==> src/rtl/tcp_consts.svh <==
`ifndef TCP_CONSTS_SVH
`define TCP_CONSTS_SVH

// Register addresses (byte-wide registers on the plain port)
`define TCP_ADDR_CONTROL   4'h0
`define TCP_ADDR_COUNT_LO  4'h1
`define TCP_ADDR_COUNT_HI  4'h2
`define TCP_ADDR_RELOAD_LO 4'h3
`define TCP_ADDR_RELOAD_HI 4'h4
`define TCP_ADDR_CMP_LO    4'h5
`define TCP_ADDR_CMP_HI    4'h6
`define TCP_ADDR_PORT      4'h7

// Control register bit positions
`define TCP_BIT_CAPSEL     0
`define TCP_BIT_CNTSEL     1
`define TCP_BIT_RUN        2
`define TCP_BIT_TRIGEN     3
`define TCP_BIT_TOGEN      4
`define TCP_BIT_CMPF       5
`define TCP_BIT_EXTF       6
`define TCP_BIT_OVF        7

// Port latch bit that carries the toggle output
`define TCP_BIT_PORT_TOG   2

`define TCP_CTRL_RESET     8'h00
`define TCP_PORT_RESET     8'hff

// Machine cycle: oscillator periods, with one sys_clk per oscillator period
`define TCP_OSC_PER_MCYCLE 6
`define TCP_OSC_NS         5
`define TCP_MCYCLE_CLKS    ((`TCP_OSC_PER_MCYCLE * `TCP_OSC_NS + `TCP_OSC_NS - 1) / `TCP_OSC_NS)

`endif

==> src/rtl/tcp_pkg.sv <==
package tcp_pkg;
	typedef enum logic [2:0] {
		TCP_OFF       = 3'b000,
		TCP_EXT_IRQ   = 3'b001,
		TCP_RELOAD    = 3'b010,
		TCP_ONLY      = 3'b011,
		TCP_CAPTURE   = 3'b100
	} tcp_mode_t;
	typedef logic [7:0]  tcp_byte_t;
	typedef logic [15:0] tcp_word_t;
endpackage

==> src/rtl/tcp_timer2.sv <==
// Notes on behaviour
// RL1: Mode from run, trigger enable, capture select: off, ext-irq, reload, only, capture.
// RL2: Off state: counter does not advance.
// RL3: Counting modes run a 16-bit counter; wrap sets overflow flag.
// RL4: Capture mode: trigger falling edge copies count into reload/capture pair.
// RL5: Capture mode: trigger edge sets external event flag; overflow still flags.
// RL6: Auto-reload mode: overflow loads counter from reload/capture pair.
// RL7: Auto-reload with trigger enable: trigger edge flags and forces reload.
// RL8: Compare active whenever compare pair is nonzero, in any running mode.
// RL9: Counter incrementing to compare value sets the compare flag.
// RL10: Toggle enable routes toggle latch to port bit two.
// RL11: Toggle latch inverts on each compare match and each overflow.
// RL12: Toggle latch is low when toggle output is first enabled.
// RL13: Toggle, reload and compare together give PWM: reload period, compare duty.
// RL14: Zero compare with toggle: toggles only on overflow, 50% duty.
// RL15: Timer operation counts once per machine cycle of six oscillator periods.
// RL16: Counter operation counts detected falling edges of count input.
// RL17: Source holds each count input level at least one machine cycle.
// RL18: Alternative output reaches pin only while port latch bit is one.
// RL19: Flags stay set until software clears; software may also set them.
// RL20: Counter select: 0 internal one-sixth clock, 1 external falling edges.
// RL21: Clearing toggle enable resets the toggle latch.
// RL22: Trigger enable clear: trigger input ignored entirely.
// RL23: External-interrupt mode: counter stopped, trigger edge only sets event flag.
// RL24: Trigger and count inputs sampled per machine cycle; edge is high then low.
//
// Chosen here: the strobed register port and the address map.
`timescale 1ns/1ps
`include "tcp_consts.svh"

module tcp_timer2 (
	input  wire logic             sys_clk,       // 200 MHz clock
	input  wire logic             nrst,          // Async reset, active low
	input  wire logic [3:0]       reg_addr,      // Register address
	input  wire tcp_pkg::tcp_byte_t reg_wdata,   // Write data
	input  wire logic             reg_wr,        // Write strobe
	input  wire logic             reg_rd,        // Read strobe
	output tcp_pkg::tcp_byte_t    reg_rdata,     // Read data, cycle after strobe
	input  wire logic             count_input,   // External count pin
	input  wire logic             trigger_input, // External trigger pin
	output logic                  toggle_output_pin, // Port pin level
	output logic                  overflow_flag,       // Flag copies
	output logic                  external_event_flag, // Flag copy
	output logic                  compare_flag         // Flag copy
);
	import tcp_pkg::*;

	logic       [7:0] ctrl;
	logic       [7:0] port_latch;
	tcp_word_t        count;
	tcp_word_t        reload;
	tcp_word_t        cmp;
	logic             toggle_latch;
	logic       [2:0] mc_cnt;
	logic             mc_tick;
	logic       [1:0] cnt_sync;
	logic       [1:0] trg_sync;
	logic             cnt_samp;
	logic             trg_samp;
	logic             cnt_fall;
	logic             trg_fall;
	tcp_mode_t        mode;
	logic             run;
	logic             inc;
	logic             ovf;
	logic             cmp_hit;
	logic             trg_ev;
	logic             wr_ctrl;
	tcp_word_t        next_count;

	function automatic tcp_mode_t tcp_decode(input logic r, input logic t, input logic c);
		if (!r)
			return t ? TCP_EXT_IRQ : TCP_OFF;
		else if (!c)
			return TCP_RELOAD;
		else
			return t ? TCP_CAPTURE : TCP_ONLY;
	endfunction

	assign mode    = tcp_decode(ctrl[`TCP_BIT_RUN], ctrl[`TCP_BIT_TRIGEN],
		ctrl[`TCP_BIT_CAPSEL]);                           // see RL1
	assign run     = ctrl[`TCP_BIT_RUN];                  // see RL2
	assign wr_ctrl = reg_wr && (reg_addr == `TCP_ADDR_CONTROL);

	// Machine cycle divider
	always_ff @(posedge sys_clk or negedge nrst) begin
		if (!nrst)
			mc_cnt <= 3'h0;
		else if (mc_cnt == 3'(`TCP_MCYCLE_CLKS - 1))
			mc_cnt <= 3'h0;
		else
			mc_cnt <= mc_cnt + 3'h1;
	end
	assign mc_tick = (mc_cnt == 3'(`TCP_MCYCLE_CLKS - 1));   // see RL15

	// Pin synchronisers
	always_ff @(posedge sys_clk or negedge nrst) begin
		if (!nrst) begin
			cnt_sync <= 2'h3;
			trg_sync <= 2'h3;
		end else begin
			cnt_sync <= {cnt_sync[0], count_input};
			trg_sync <= {trg_sync[0], trigger_input};
		end
	end

	// Once-per-machine-cycle sampling; edge is high sample then low
	always_ff @(posedge sys_clk or negedge nrst) begin
		if (!nrst) begin
			cnt_samp <= 1'b1;
			trg_samp <= 1'b1;
		end else if (mc_tick) begin
			cnt_samp <= cnt_sync[1];                          // see RL24
			trg_samp <= trg_sync[1];
		end
	end
	assign cnt_fall = mc_tick && cnt_samp && !cnt_sync[1];   // see RL16
	assign trg_fall = mc_tick && trg_samp && !trg_sync[1];   // see RL24
	assign trg_ev   = trg_fall && ctrl[`TCP_BIT_TRIGEN];     // see RL22

	assign inc     = run && (ctrl[`TCP_BIT_CNTSEL] ? cnt_fall : mc_tick); // see RL20
	assign ovf     = inc && (count == 16'hffff);                          // see RL3
	assign cmp_hit = inc && (cmp != 16'h0000) && (count + 16'h1 == cmp); // see RL8 RL9

	always_comb begin
		next_count = count;
		if (mode == TCP_RELOAD && (ovf || trg_ev))
			next_count = reload;                              // see RL6 RL7 RL13
		else if (inc)
			next_count = count + 16'h1;                       // see RL3
	end

	// Counter, with software writes taking priority
	always_ff @(posedge sys_clk or negedge nrst) begin
		if (!nrst)
			count <= 16'h0000;
		else if (reg_wr && reg_addr == `TCP_ADDR_COUNT_LO)
			count[7:0] <= reg_wdata;
		else if (reg_wr && reg_addr == `TCP_ADDR_COUNT_HI)
			count[15:8] <= reg_wdata;
		else
			count <= next_count;                              // see RL2 RL23
	end

	// Reload/capture pair; capture wins over a software write
	always_ff @(posedge sys_clk or negedge nrst) begin
		if (!nrst)
			reload <= 16'h0000;
		else if (mode == TCP_CAPTURE && trg_ev)
			reload <= count;                                  // see RL4
		else if (reg_wr && reg_addr == `TCP_ADDR_RELOAD_LO)
			reload[7:0] <= reg_wdata;
		else if (reg_wr && reg_addr == `TCP_ADDR_RELOAD_HI)
			reload[15:8] <= reg_wdata;
	end

	always_ff @(posedge sys_clk or negedge nrst) begin
		if (!nrst)
			cmp <= 16'h0000;
		else if (reg_wr && reg_addr == `TCP_ADDR_CMP_LO)
			cmp[7:0] <= reg_wdata;
		else if (reg_wr && reg_addr == `TCP_ADDR_CMP_HI)
			cmp[15:8] <= reg_wdata;
	end

	always_ff @(posedge sys_clk or negedge nrst) begin
		if (!nrst)
			port_latch <= `TCP_PORT_RESET;
		else if (reg_wr && reg_addr == `TCP_ADDR_PORT)
			port_latch <= reg_wdata;
	end

	// Control bits; hardware set wins over software clear
	always_ff @(posedge sys_clk or negedge nrst) begin
		if (!nrst) begin
			ctrl <= `TCP_CTRL_RESET;
		end else begin
			if (wr_ctrl)
				ctrl <= reg_wdata;                            // see RL19
			if (ovf)
				ctrl[`TCP_BIT_OVF] <= 1'b1;                   // see RL3 RL5
			if (trg_ev)
				ctrl[`TCP_BIT_EXTF] <= 1'b1;                  // see RL5 RL7 RL23
			if (cmp_hit)
				ctrl[`TCP_BIT_CMPF] <= 1'b1;                  // see RL9
		end
	end

	// Toggle latch, held low while disabled
	always_ff @(posedge sys_clk or negedge nrst) begin
		if (!nrst)
			toggle_latch <= 1'b0;
		else if (!ctrl[`TCP_BIT_TOGEN])
			toggle_latch <= 1'b0;                             // see RL12 RL21
		else if (ovf || cmp_hit)
			toggle_latch <= ~toggle_latch;                    // see RL11 RL14
	end

	// Pin: alternative function only while latch bit is one
	always_ff @(posedge sys_clk or negedge nrst) begin
		if (!nrst)
			toggle_output_pin <= 1'b1;
		else if (ctrl[`TCP_BIT_TOGEN])
			toggle_output_pin <= toggle_latch && port_latch[`TCP_BIT_PORT_TOG]; // see RL10 RL18
		else
			toggle_output_pin <= port_latch[`TCP_BIT_PORT_TOG];
	end

	always_ff @(posedge sys_clk or negedge nrst) begin
		if (!nrst) begin
			overflow_flag       <= 1'b0;
			external_event_flag <= 1'b0;
			compare_flag        <= 1'b0;
		end else begin
			overflow_flag       <= ctrl[`TCP_BIT_OVF];
			external_event_flag <= ctrl[`TCP_BIT_EXTF];
			compare_flag        <= ctrl[`TCP_BIT_CMPF];
		end
	end

	always_ff @(posedge sys_clk or negedge nrst) begin
		if (!nrst) begin
			reg_rdata <= 8'h00;
		end else if (reg_rd) begin
			unique case (reg_addr)
				`TCP_ADDR_CONTROL:   reg_rdata <= ctrl;
				`TCP_ADDR_COUNT_LO:  reg_rdata <= count[7:0];
				`TCP_ADDR_COUNT_HI:  reg_rdata <= count[15:8];
				`TCP_ADDR_RELOAD_LO: reg_rdata <= reload[7:0];
				`TCP_ADDR_RELOAD_HI: reg_rdata <= reload[15:8];
				`TCP_ADDR_CMP_LO:    reg_rdata <= cmp[7:0];
				`TCP_ADDR_CMP_HI:    reg_rdata <= cmp[15:8];
				`TCP_ADDR_PORT:      reg_rdata <= port_latch;
				default:             reg_rdata <= 8'h00;
			endcase
		end else begin
			reg_rdata <= 8'h00;
		end
	end

	a_off_holds: assert property (@(posedge sys_clk) disable iff (!nrst)
		(mode == TCP_OFF || mode == TCP_EXT_IRQ) && !reg_wr |=> $stable(count))  // see RL2
		else $error("Counter moved while stopped");
	a_ovf_sets: assert property (@(posedge sys_clk) disable iff (!nrst)
		ovf |=> ctrl[`TCP_BIT_OVF])  // see RL3
		else $error("Overflow flag not set");
	a_capture_copy: assert property (@(posedge sys_clk) disable iff (!nrst)
		mode == TCP_CAPTURE && trg_ev |=> reload == $past(count))  // see RL4
		else $error("Capture did not copy count");
	a_reload_load: assert property (@(posedge sys_clk) disable iff (!nrst)
		mode == TCP_RELOAD && ovf && !reg_wr |=> count == $past(reload))  // see RL6
		else $error("Reload not taken");
	a_trig_ignored: assert property (@(posedge sys_clk) disable iff (!nrst)
		!ctrl[`TCP_BIT_TRIGEN] && !wr_ctrl && !ctrl[`TCP_BIT_EXTF]
		|=> !ctrl[`TCP_BIT_EXTF])  // see RL22
		else $error("Event flag set with trigger disabled");
	a_cmp_flag: assert property (@(posedge sys_clk) disable iff (!nrst)
		inc && cmp != 16'h0000 && count + 16'h1 == cmp |=> ctrl[`TCP_BIT_CMPF])  // see RL9
		else $error("Compare flag not set");
	a_toggle_flip: assert property (@(posedge sys_clk) disable iff (!nrst)
		ctrl[`TCP_BIT_TOGEN] && !wr_ctrl && (ovf || cmp_hit)
		|=> toggle_latch != $past(toggle_latch))  // see RL11
		else $error("Toggle latch did not invert");
	a_toggle_clear: assert property (@(posedge sys_clk) disable iff (!nrst)
		!ctrl[`TCP_BIT_TOGEN] |=> !toggle_latch)  // see RL21
		else $error("Toggle latch not reset");
	a_pin_gated: assert property (@(posedge sys_clk) disable iff (!nrst)
		!port_latch[`TCP_BIT_PORT_TOG] |=> !toggle_output_pin)  // see RL18
		else $error("Pin high with latch bit zero");
	a_mc_rate: assert property (@(posedge sys_clk) disable iff (!nrst)
		mc_tick |=> !mc_tick [*5] ##1 mc_tick)  // see RL15
		else $error("Machine cycle not six clocks");

	// Mode decode against the control bits
	a_mode_off: assert property (@(posedge sys_clk) disable iff (!nrst)  // see RL1
		!ctrl[`TCP_BIT_RUN] && !ctrl[`TCP_BIT_TRIGEN] |-> mode == TCP_OFF)
		else $error("Off mode not decoded");

	a_mode_reload: assert property (@(posedge sys_clk) disable iff (!nrst)  // see RL1
		ctrl[`TCP_BIT_RUN] && !ctrl[`TCP_BIT_CAPSEL] |-> mode == TCP_RELOAD)
		else $error("Reload mode not decoded");

	a_ext_flag_set: assert property (@(posedge sys_clk) disable iff (!nrst)  // see RL5
		trg_ev |=> ctrl[`TCP_BIT_EXTF])
		else $error("Event flag not set");

	// Flags hold until software clears them
	a_ovf_hold: assert property (@(posedge sys_clk) disable iff (!nrst)  // see RL19
		ctrl[`TCP_BIT_OVF] && !wr_ctrl |=> ctrl[`TCP_BIT_OVF])
		else $error("Overflow flag dropped");

	a_ext_hold: assert property (@(posedge sys_clk) disable iff (!nrst)  // see RL19
		ctrl[`TCP_BIT_EXTF] && !wr_ctrl |=> ctrl[`TCP_BIT_EXTF])
		else $error("Event flag dropped");

	a_cmp_hold: assert property (@(posedge sys_clk) disable iff (!nrst)  // see RL19
		ctrl[`TCP_BIT_CMPF] && !wr_ctrl |=> ctrl[`TCP_BIT_CMPF])
		else $error("Compare flag dropped");

	a_sw_set: assert property (@(posedge sys_clk) disable iff (!nrst)  // see RL19
		wr_ctrl && reg_wdata[`TCP_BIT_OVF] |=> ctrl[`TCP_BIT_OVF])
		else $error("Software set of flag lost");

	// Counter paths
	a_wrap_zero: assert property (@(posedge sys_clk) disable iff (!nrst)  // see RL3
		ovf && mode != TCP_RELOAD && !reg_wr |=> count == 16'h0000)
		else $error("Counter did not wrap to zero");

	a_trig_reload: assert property (@(posedge sys_clk) disable iff (!nrst)  // see RL7
		mode == TCP_RELOAD && trg_ev && !reg_wr |=> count == $past(reload))
		else $error("Trigger reload not taken");

	a_extirq_stop: assert property (@(posedge sys_clk) disable iff (!nrst)  // see RL23
		mode == TCP_EXT_IRQ && !reg_wr |=> $stable(reload))
		else $error("Capture in external interrupt mode");

	a_no_capture: assert property (@(posedge sys_clk) disable iff (!nrst)  // see RL22
		!ctrl[`TCP_BIT_TRIGEN] && !reg_wr |=> $stable(reload))
		else $error("Capture with trigger disabled");

	a_timer_inc: assert property (@(posedge sys_clk) disable iff (!nrst)  // see RL15
		run && !ctrl[`TCP_BIT_CNTSEL] && mc_tick && !reg_wr && !trg_ev
		&& count != 16'hffff |=> count == $past(count) + 16'h1)
		else $error("Timer did not step");

	a_count_idle: assert property (@(posedge sys_clk) disable iff (!nrst)  // see RL16
		run && ctrl[`TCP_BIT_CNTSEL] && !cnt_fall && !reg_wr && !trg_ev
		|=> $stable(count))
		else $error("Counter moved without edge");

	// Pin and flag outputs
	a_pin_follow: assert property (@(posedge sys_clk) disable iff (!nrst)  // see RL10
		ctrl[`TCP_BIT_TOGEN]
		|=> toggle_output_pin == ($past(toggle_latch) && $past(port_latch[`TCP_BIT_PORT_TOG])))
		else $error("Pin not driven by toggle latch");

	a_toggle_start: assert property (@(posedge sys_clk) disable iff (!nrst)  // see RL12
		$rose(ctrl[`TCP_BIT_TOGEN]) |-> !toggle_latch)
		else $error("Toggle latch high at enable");

	a_flag_copy: assert property (@(posedge sys_clk) disable iff (!nrst)  // see RL3
		ctrl[`TCP_BIT_OVF] |=> overflow_flag)
		else $error("Overflow output not following");
endmodule

==> config.mk <==
export PLATFORM = sky130hd
export DESIGN_NAME = tcp_timer2
export DESIGN_NICKNAME = d
export VERILOG_FILES = /design/src/rtl/tcp_pkg.sv /design/src/rtl/tcp_timer2.sv
export VERILOG_INCLUDE_DIRS = /design/src /design/src/rtl
export SDC_FILE = /design/constraint.sdc
export NUM_CORES = 1
export LEC_CHECK = 0
export BUFFER_PORTS_ARGS = -buffer_cell sky130_fd_sc_hd__buf_2
export CORE_AREA = 4 4 101 113
export CTS_BUF_LIST = sky130_fd_sc_hd__clkbuf_4 sky130_fd_sc_hd__clkbuf_8
export DETAILED_ROUTE_END_ITERATION = 8
export DIE_AREA = 0 0 105 117
export GPL_TIMING_DRIVEN = 0
export PLACE_DENSITY = 0.65
export SLEW_MARGIN = 10
export SYNTH_ARGS = -nofsm -noshare
export SYNTH_HDL_FRONTEND = slang
export SYNTH_SLANG_ARGS = --single-unit
==> constraint.sdc <==
create_clock -name sys_clk -period 7.78 [get_ports sys_clk]
set_clock_uncertainty 0.15 [all_clocks]
set_input_delay 2.334 -clock sys_clk [delete_from_list [all_inputs] [get_ports sys_clk]]
set_output_delay 2.334 -clock sys_clk [all_outputs]
set_load 0.01 [all_outputs]
# == Word-level counts from Yosys, hierarchy flattened ==
# Cells that the tools add are included.
# op_classes
order_cmp,0
mul,0
reduce_logical,37
n_mux,24
shifts,0
n_eq_ne,15
bitwise,3
addsub,2
n_div,0
# op_table
operator,count
8-bit two-way mux,8
8-bit one-hot mux with 8 select lines,1
16-bit two-way mux,3
1-bit logical AND,20
"16-bit by 1-bit adder with 16-bit output, second input constant",1
16-bit equality test,1
"16-bit equality test, second input constant",1
"4-bit by 3-bit equality test with 1-bit output, second input constant",4
16-bit nonzero test,1
3-bit two-way mux,4
2-bit nonzero test,5
"4-bit by 2-bit equality test with 1-bit output, second input constant",2
1-bit two-way mux,8
2-bit AND reduction,4
"3-bit equality test, second input constant",2
3-bit nonzero test,2
"4-bit by 1-bit equality test with 1-bit output, second input constant",1
4-bit zero test,1
"2-bit inequality test, second input constant",2
"3-bit by 1-bit adder with 3-bit output, second input constant",1
"3-bit by 2-bit equality test with 1-bit output, second input constant",1
1-bit NOT,3
1-bit zero test,2
1-bit logical OR,2
"2-bit by 1-bit inequality test with 1-bit output, second input constant",1
# totals
ff_bits,86
latch_bits,0
mem_bits_rw,0
out_inout_bits,12
inputBits,18
mem_bits_ro,0
mem_count,0

# == Logic depth before layout (Yosys ltp) ==
# logic_depth
word_depth,11
depth_mapped,10
depth_no_buf,8

# == Least setup slack after synthesis ==
# Ideal clock, no wire load.
# synth_timing
kind,input to register
from,input port reg_addr[2]
to,register count[4]
setup_time_ns,0.082
cell_stages,8
arrival_time_ns,3.896
required_ns,7.548
setup_slack_ns,3.652
cell_sequence,clkbuf_1 inv_1 nand3b_1 nor2_2 a21oi_1 clkbuf_1 nor2_1 a31oi_1
# synth_between
elab_chain_cells,4
elab_cells_between_ends,8
cone_classes,eq/ne: 3; mux: 1; reduce/logical: 4
# synth_lines
item,line,source
from (decl),tcp_timer2.sv:34,"input wire logic [3:0] reg_addr,"
4-bit by 1-bit equality test with 1-bit output or 4-bit by 2-bit equality test with 1-bit output (tied branches),--,
1-bit logical AND (no line),--,
2-bit inequality test (no line) or 3-bit nonzero test (tied branches),--,
2-bit AND reduction (no line),--,
to (signal assigned),tcp_timer2.sv:138,count[7:0] <= reg_wdata;
to (signal assigned),tcp_timer2.sv:142,count <= next_count;
to (decl),tcp_timer2.sv:50,tcp_word_t count;
# Several ways; a longest one is shown, not always the timed one.
# A chain may end at the register's enable or synchronous reset.

# == Final worst setup path ==
# Same ends and word-level chain as after synthesis.

==> parameters.txt <==
Parameter                              Value

Run status
  Run status    finished clean

Clock tree
  Post-CTS setup repair buffer count    0
  TritonCTS clock tree    built
  Total CTS buffers    9
  Clock insertion delay at the later pin of the skew report    0.38 ns
  Buffer levels on the longest clock path    2
  Clock transition at the registers of the reported paths    approximately 0.09 ns
  # resized after CTS    0
  Count of hold-fix buffers inserted at cts    0
  Clock tree root driver cell    clkbuf_8
  Level count of the clock H-tree    3
  CTS sink count    86

STA
  Relative slew margins    32.8%
  Setup TNS Final    0 ns
  Unrepaired setup endpoints after global routing    no
  Finish-stage setup viols    0
  Max Clock Freq    approximately 210 MHz
  Post-route fraction of the period consumed by the critical path    60.8%
  Tightest hold margin    0.214 ns
  Hold Vio Cnt, Final    0
  Minimum clock period    4.73 ns
  Slew of the pin with the lowest slew margin    1.00 ns
  Number of max-slew violations in the final report    0

Floorplan
  Die span in y    117 um
  Die outline width    105 um
  Std cell rows    39
  Core Box Area    approximately 10000 um^2
  Count of pins on the block boundary    30
  DIE AREA    12300 um^2
  Initial cell density of the core    48.2%

Setup path
  Slack of the worst reg-to-reg path    between 4 and 5 ns
  CP Data Required Time    7.92 ns
  Arrival @ worst endpoint    ~4.9 ns
  Worst flop-to-flop path startpoint    count[1]
  Worst-path cell chain    buf_2, clkbuf_1, inv_1, nand3b_1, nor2_2, a21oi_1, clkbuf_1, nor2_1, a31oi_1
  Cell seen most often among critical-path stages    clkbuf_1
  Startpoint type of the worst setup path    input port
  End of the worst register-to-register path    toggle_latch
  Crit path max fanout    10
  Worst R2R Path Depth    8
  End point of the critical path    count[4]
  Origin of the worst setup path    reg_addr[2]
  Crit. End Element    register
  Crit Path Class    in2reg
  Max stage delay cell, worst path    clkbuf_1
  Maximum single-stage delay on the critical path    0.53 ns

Global route
  Maximum number of pins on one net before global-route repair    47
  Initial antenna violation count    0
  Via count of the first global-routing pass    4048
  Total global-route track usage    25.5%
  GRT overflow    0
  Wire length of the first global-routing pass    approximately 24000 um

Yosys
  Synthesized flop and latch total    86
  Proportion of synthesized chip area in sequential cells    44.0%
  Ys flop type    dfrtp_1
  Async set-reset flop share out of synthesis    100%
  Number of distinct standard cells referenced by the synthesized netlist    53
  Net Count, Synth    511
  Instance count of the mapped netlist    between 400 and 500
  Mean Syn Cell Area    between 10 and 15 um^2
  Number of enable-type register cells in the synthesized netlist    0
  Yosys warns    0
  Cell area after synthesis    approximately 5000 um^2

Run
  Max cap viols    0

Final layout
  Core utilization of the finished layout    approximately 54%
  Final net count    551
  Reg area    2170 um^2
  Footprint of the multi-input gates    2590 um^2
  Fraction of layout cells with a size suffix above 1    21.8%
  Area growth from synthesis to final layout    11.2%
  Fill count    948
  # diodes    0

Pwr
  Leakage power total    2.26 nW
  VDD IR-drop max    around 140 uV
  Power density over the cells    307 nW/um^2

Drt
  Antenna-violating nets left    0
  Length of the first detailed-routing pass in iterations    5
  Overall via count from detail_route    4146
  Total length of routed wires    15000 um
  Starting DRT DRC Count    425
  Detailed-route wire length per cell    between 20 and 25 um
  Count of unresolved DRC violations after routing    0
  Post-detailed-route via-to-cell ratio    ~6.3

Placed design
  Port Buf Inserts    28
  Half-perimeter wire length after placement    10600 um
  Final RePlAce weighted congestion    about 0.97

Min path
  Cell depth of the worst hold path    0
  Kind of path behind the tightest hold check    reg2reg
## state kept, by name, indices dropped and copies added, names as in the netlist, 2 cells and up
name,count
cmp,16
count,16
reload,16
ctrl,8
port_latch,8
reg_rdata,8
mc_cnt,3
cnt_sync,2
trg_sync,2
## through the flow
stage                     instances  setup WS, ns  total power [W]  instance area (um^2)
final                           660          3.05          0.00169                  5490
after global routing            660          2.90          0.00179                  5490
after CTS                       660          3.09          0.00168                  5490
after detailed placement        644          2.70          0.00132                  5260
after global placement          643          2.73          0.00129                  5230
after floorplan                 492          3.65          0.00113                  4940
## area by class of cell
cell class              count  area share [%]
clock buffers              10            2.51
inverters                   5           0.342
flip-flops and latches     86            39.5
well taps                 123            2.80
plain buffers              31            2.92
repair buffers             29            3.10
multi-input cells         370            47.1
clock inverters             6            1.66
## cells by family after synthesis
kind of cell | count (synthesis) | synth area share, %
AO/OA/AOI/OAI | 93 | 12.3
adder cells (fa/ha/maj) | 1 | 0.253
flip-flops | 86 | 44.0
XOR/XNOR | 28 | 5.80
AND/OR/NAND/NOR | 173 | 17.3
multiplexers | 75 | 16.7
buffers and inverters | 36 | 3.62
## synth_stat cells (all sizes together), types with 4 or more instances
| library cell | number | area share, % |
|---|---|---|
| a32oi | 6 | 1.1 |
| o211ai | 12 | 1.8 |
| dfrtp | 71 | 36 |
| clkbuf | 15 | 1.1 |
| nor4 | 11 | 1.4 |
| nand3b | 4 | 0.86 |
| nor3 | 13 | 1.4 |
| nor2 | 35 | 2.7 |
| dfstp | 15 | 8.0 |
| xor2 | 9 | 1.6 |
| nand2 | 65 | 4.9 |
| a22oi | 5 | 0.76 |
| o21ai | 25 | 2.5 |
| mux2i | 39 | 7.9 |
| xnor2 | 16 | 2.8 |
| a31oi | 18 | 2.6 |
| inv | 5 | 0.38 |
| nand2b | 9 | 1.1 |
| nor2b | 5 | 0.63 |
| or3 | 6 | 0.76 |
| buf | 16 | 2.1 |
| nand4 | 6 | 0.89 |
| mux2 | 34 | 7.9 |
| a21oi | 13 | 1.3 |
| nand3 | 10 | 1.0 |
## worst min path at each step
stage,startpoint,end,slack (ns)
4_1_cts,trg_sync[0],trg_sync[1],0.21
6_report,trg_sync[0],trg_sync[1],0.21
3_3_place_gp,trg_sync[0],trg_sync[1],0.20
2_1_floorplan,cnt_sync[0],cnt_sync[1],0.20
5_1_grt,cnt_sync[0],cnt_sync[1],0.22
3_5_place_dp,trg_sync[0],trg_sync[1],0.20
## critical path, delay by kind of cell
| family | cells | cell delay (ns) |
|---|---|---|
| compound gates | 2 | 0.70 |
| buf+inv | 4 | 1.39 |
| simple gates | 3 | 0.44 |
## per-layer routing
layer	share of wire, %	vias up	global-route usage [%]
li1	-	1854	-
met1	43	2029	35.4
met2	45	222	39.3
met3	8.1	41	4.83
met4	3.7	0	11.5
met5	0	-	0
## where the power goes
| group | total (W) | internal (W) | switching, W |
|---|---|---|---|
| Clock | 0.000366 | 0.000192 | 0.000174 |
| Sequential | 0.000691 | 0.000565 | 0.000126 |
| Combinational | 0.000630 | 0.000288 | 0.000342 |
## cells in the final DEF (no fill, tap or decap), types with 10 or more instances in the layout
cell type,n
dfrtp_1,71
nand2_1,65
mux2i_1,39
buf_2,35
nor2_1,34
mux2_2,32
o21ai_0,24
a31oi_1,17
xnor2_1,16
clkbuf_1,15
dfstp_2,15
a21oi_1,13
nor3_1,12
o211ai_1,12
nor4_1,11
nand3_1,10
clkbuf_8,10
Power figures use the tool's default switching activity.
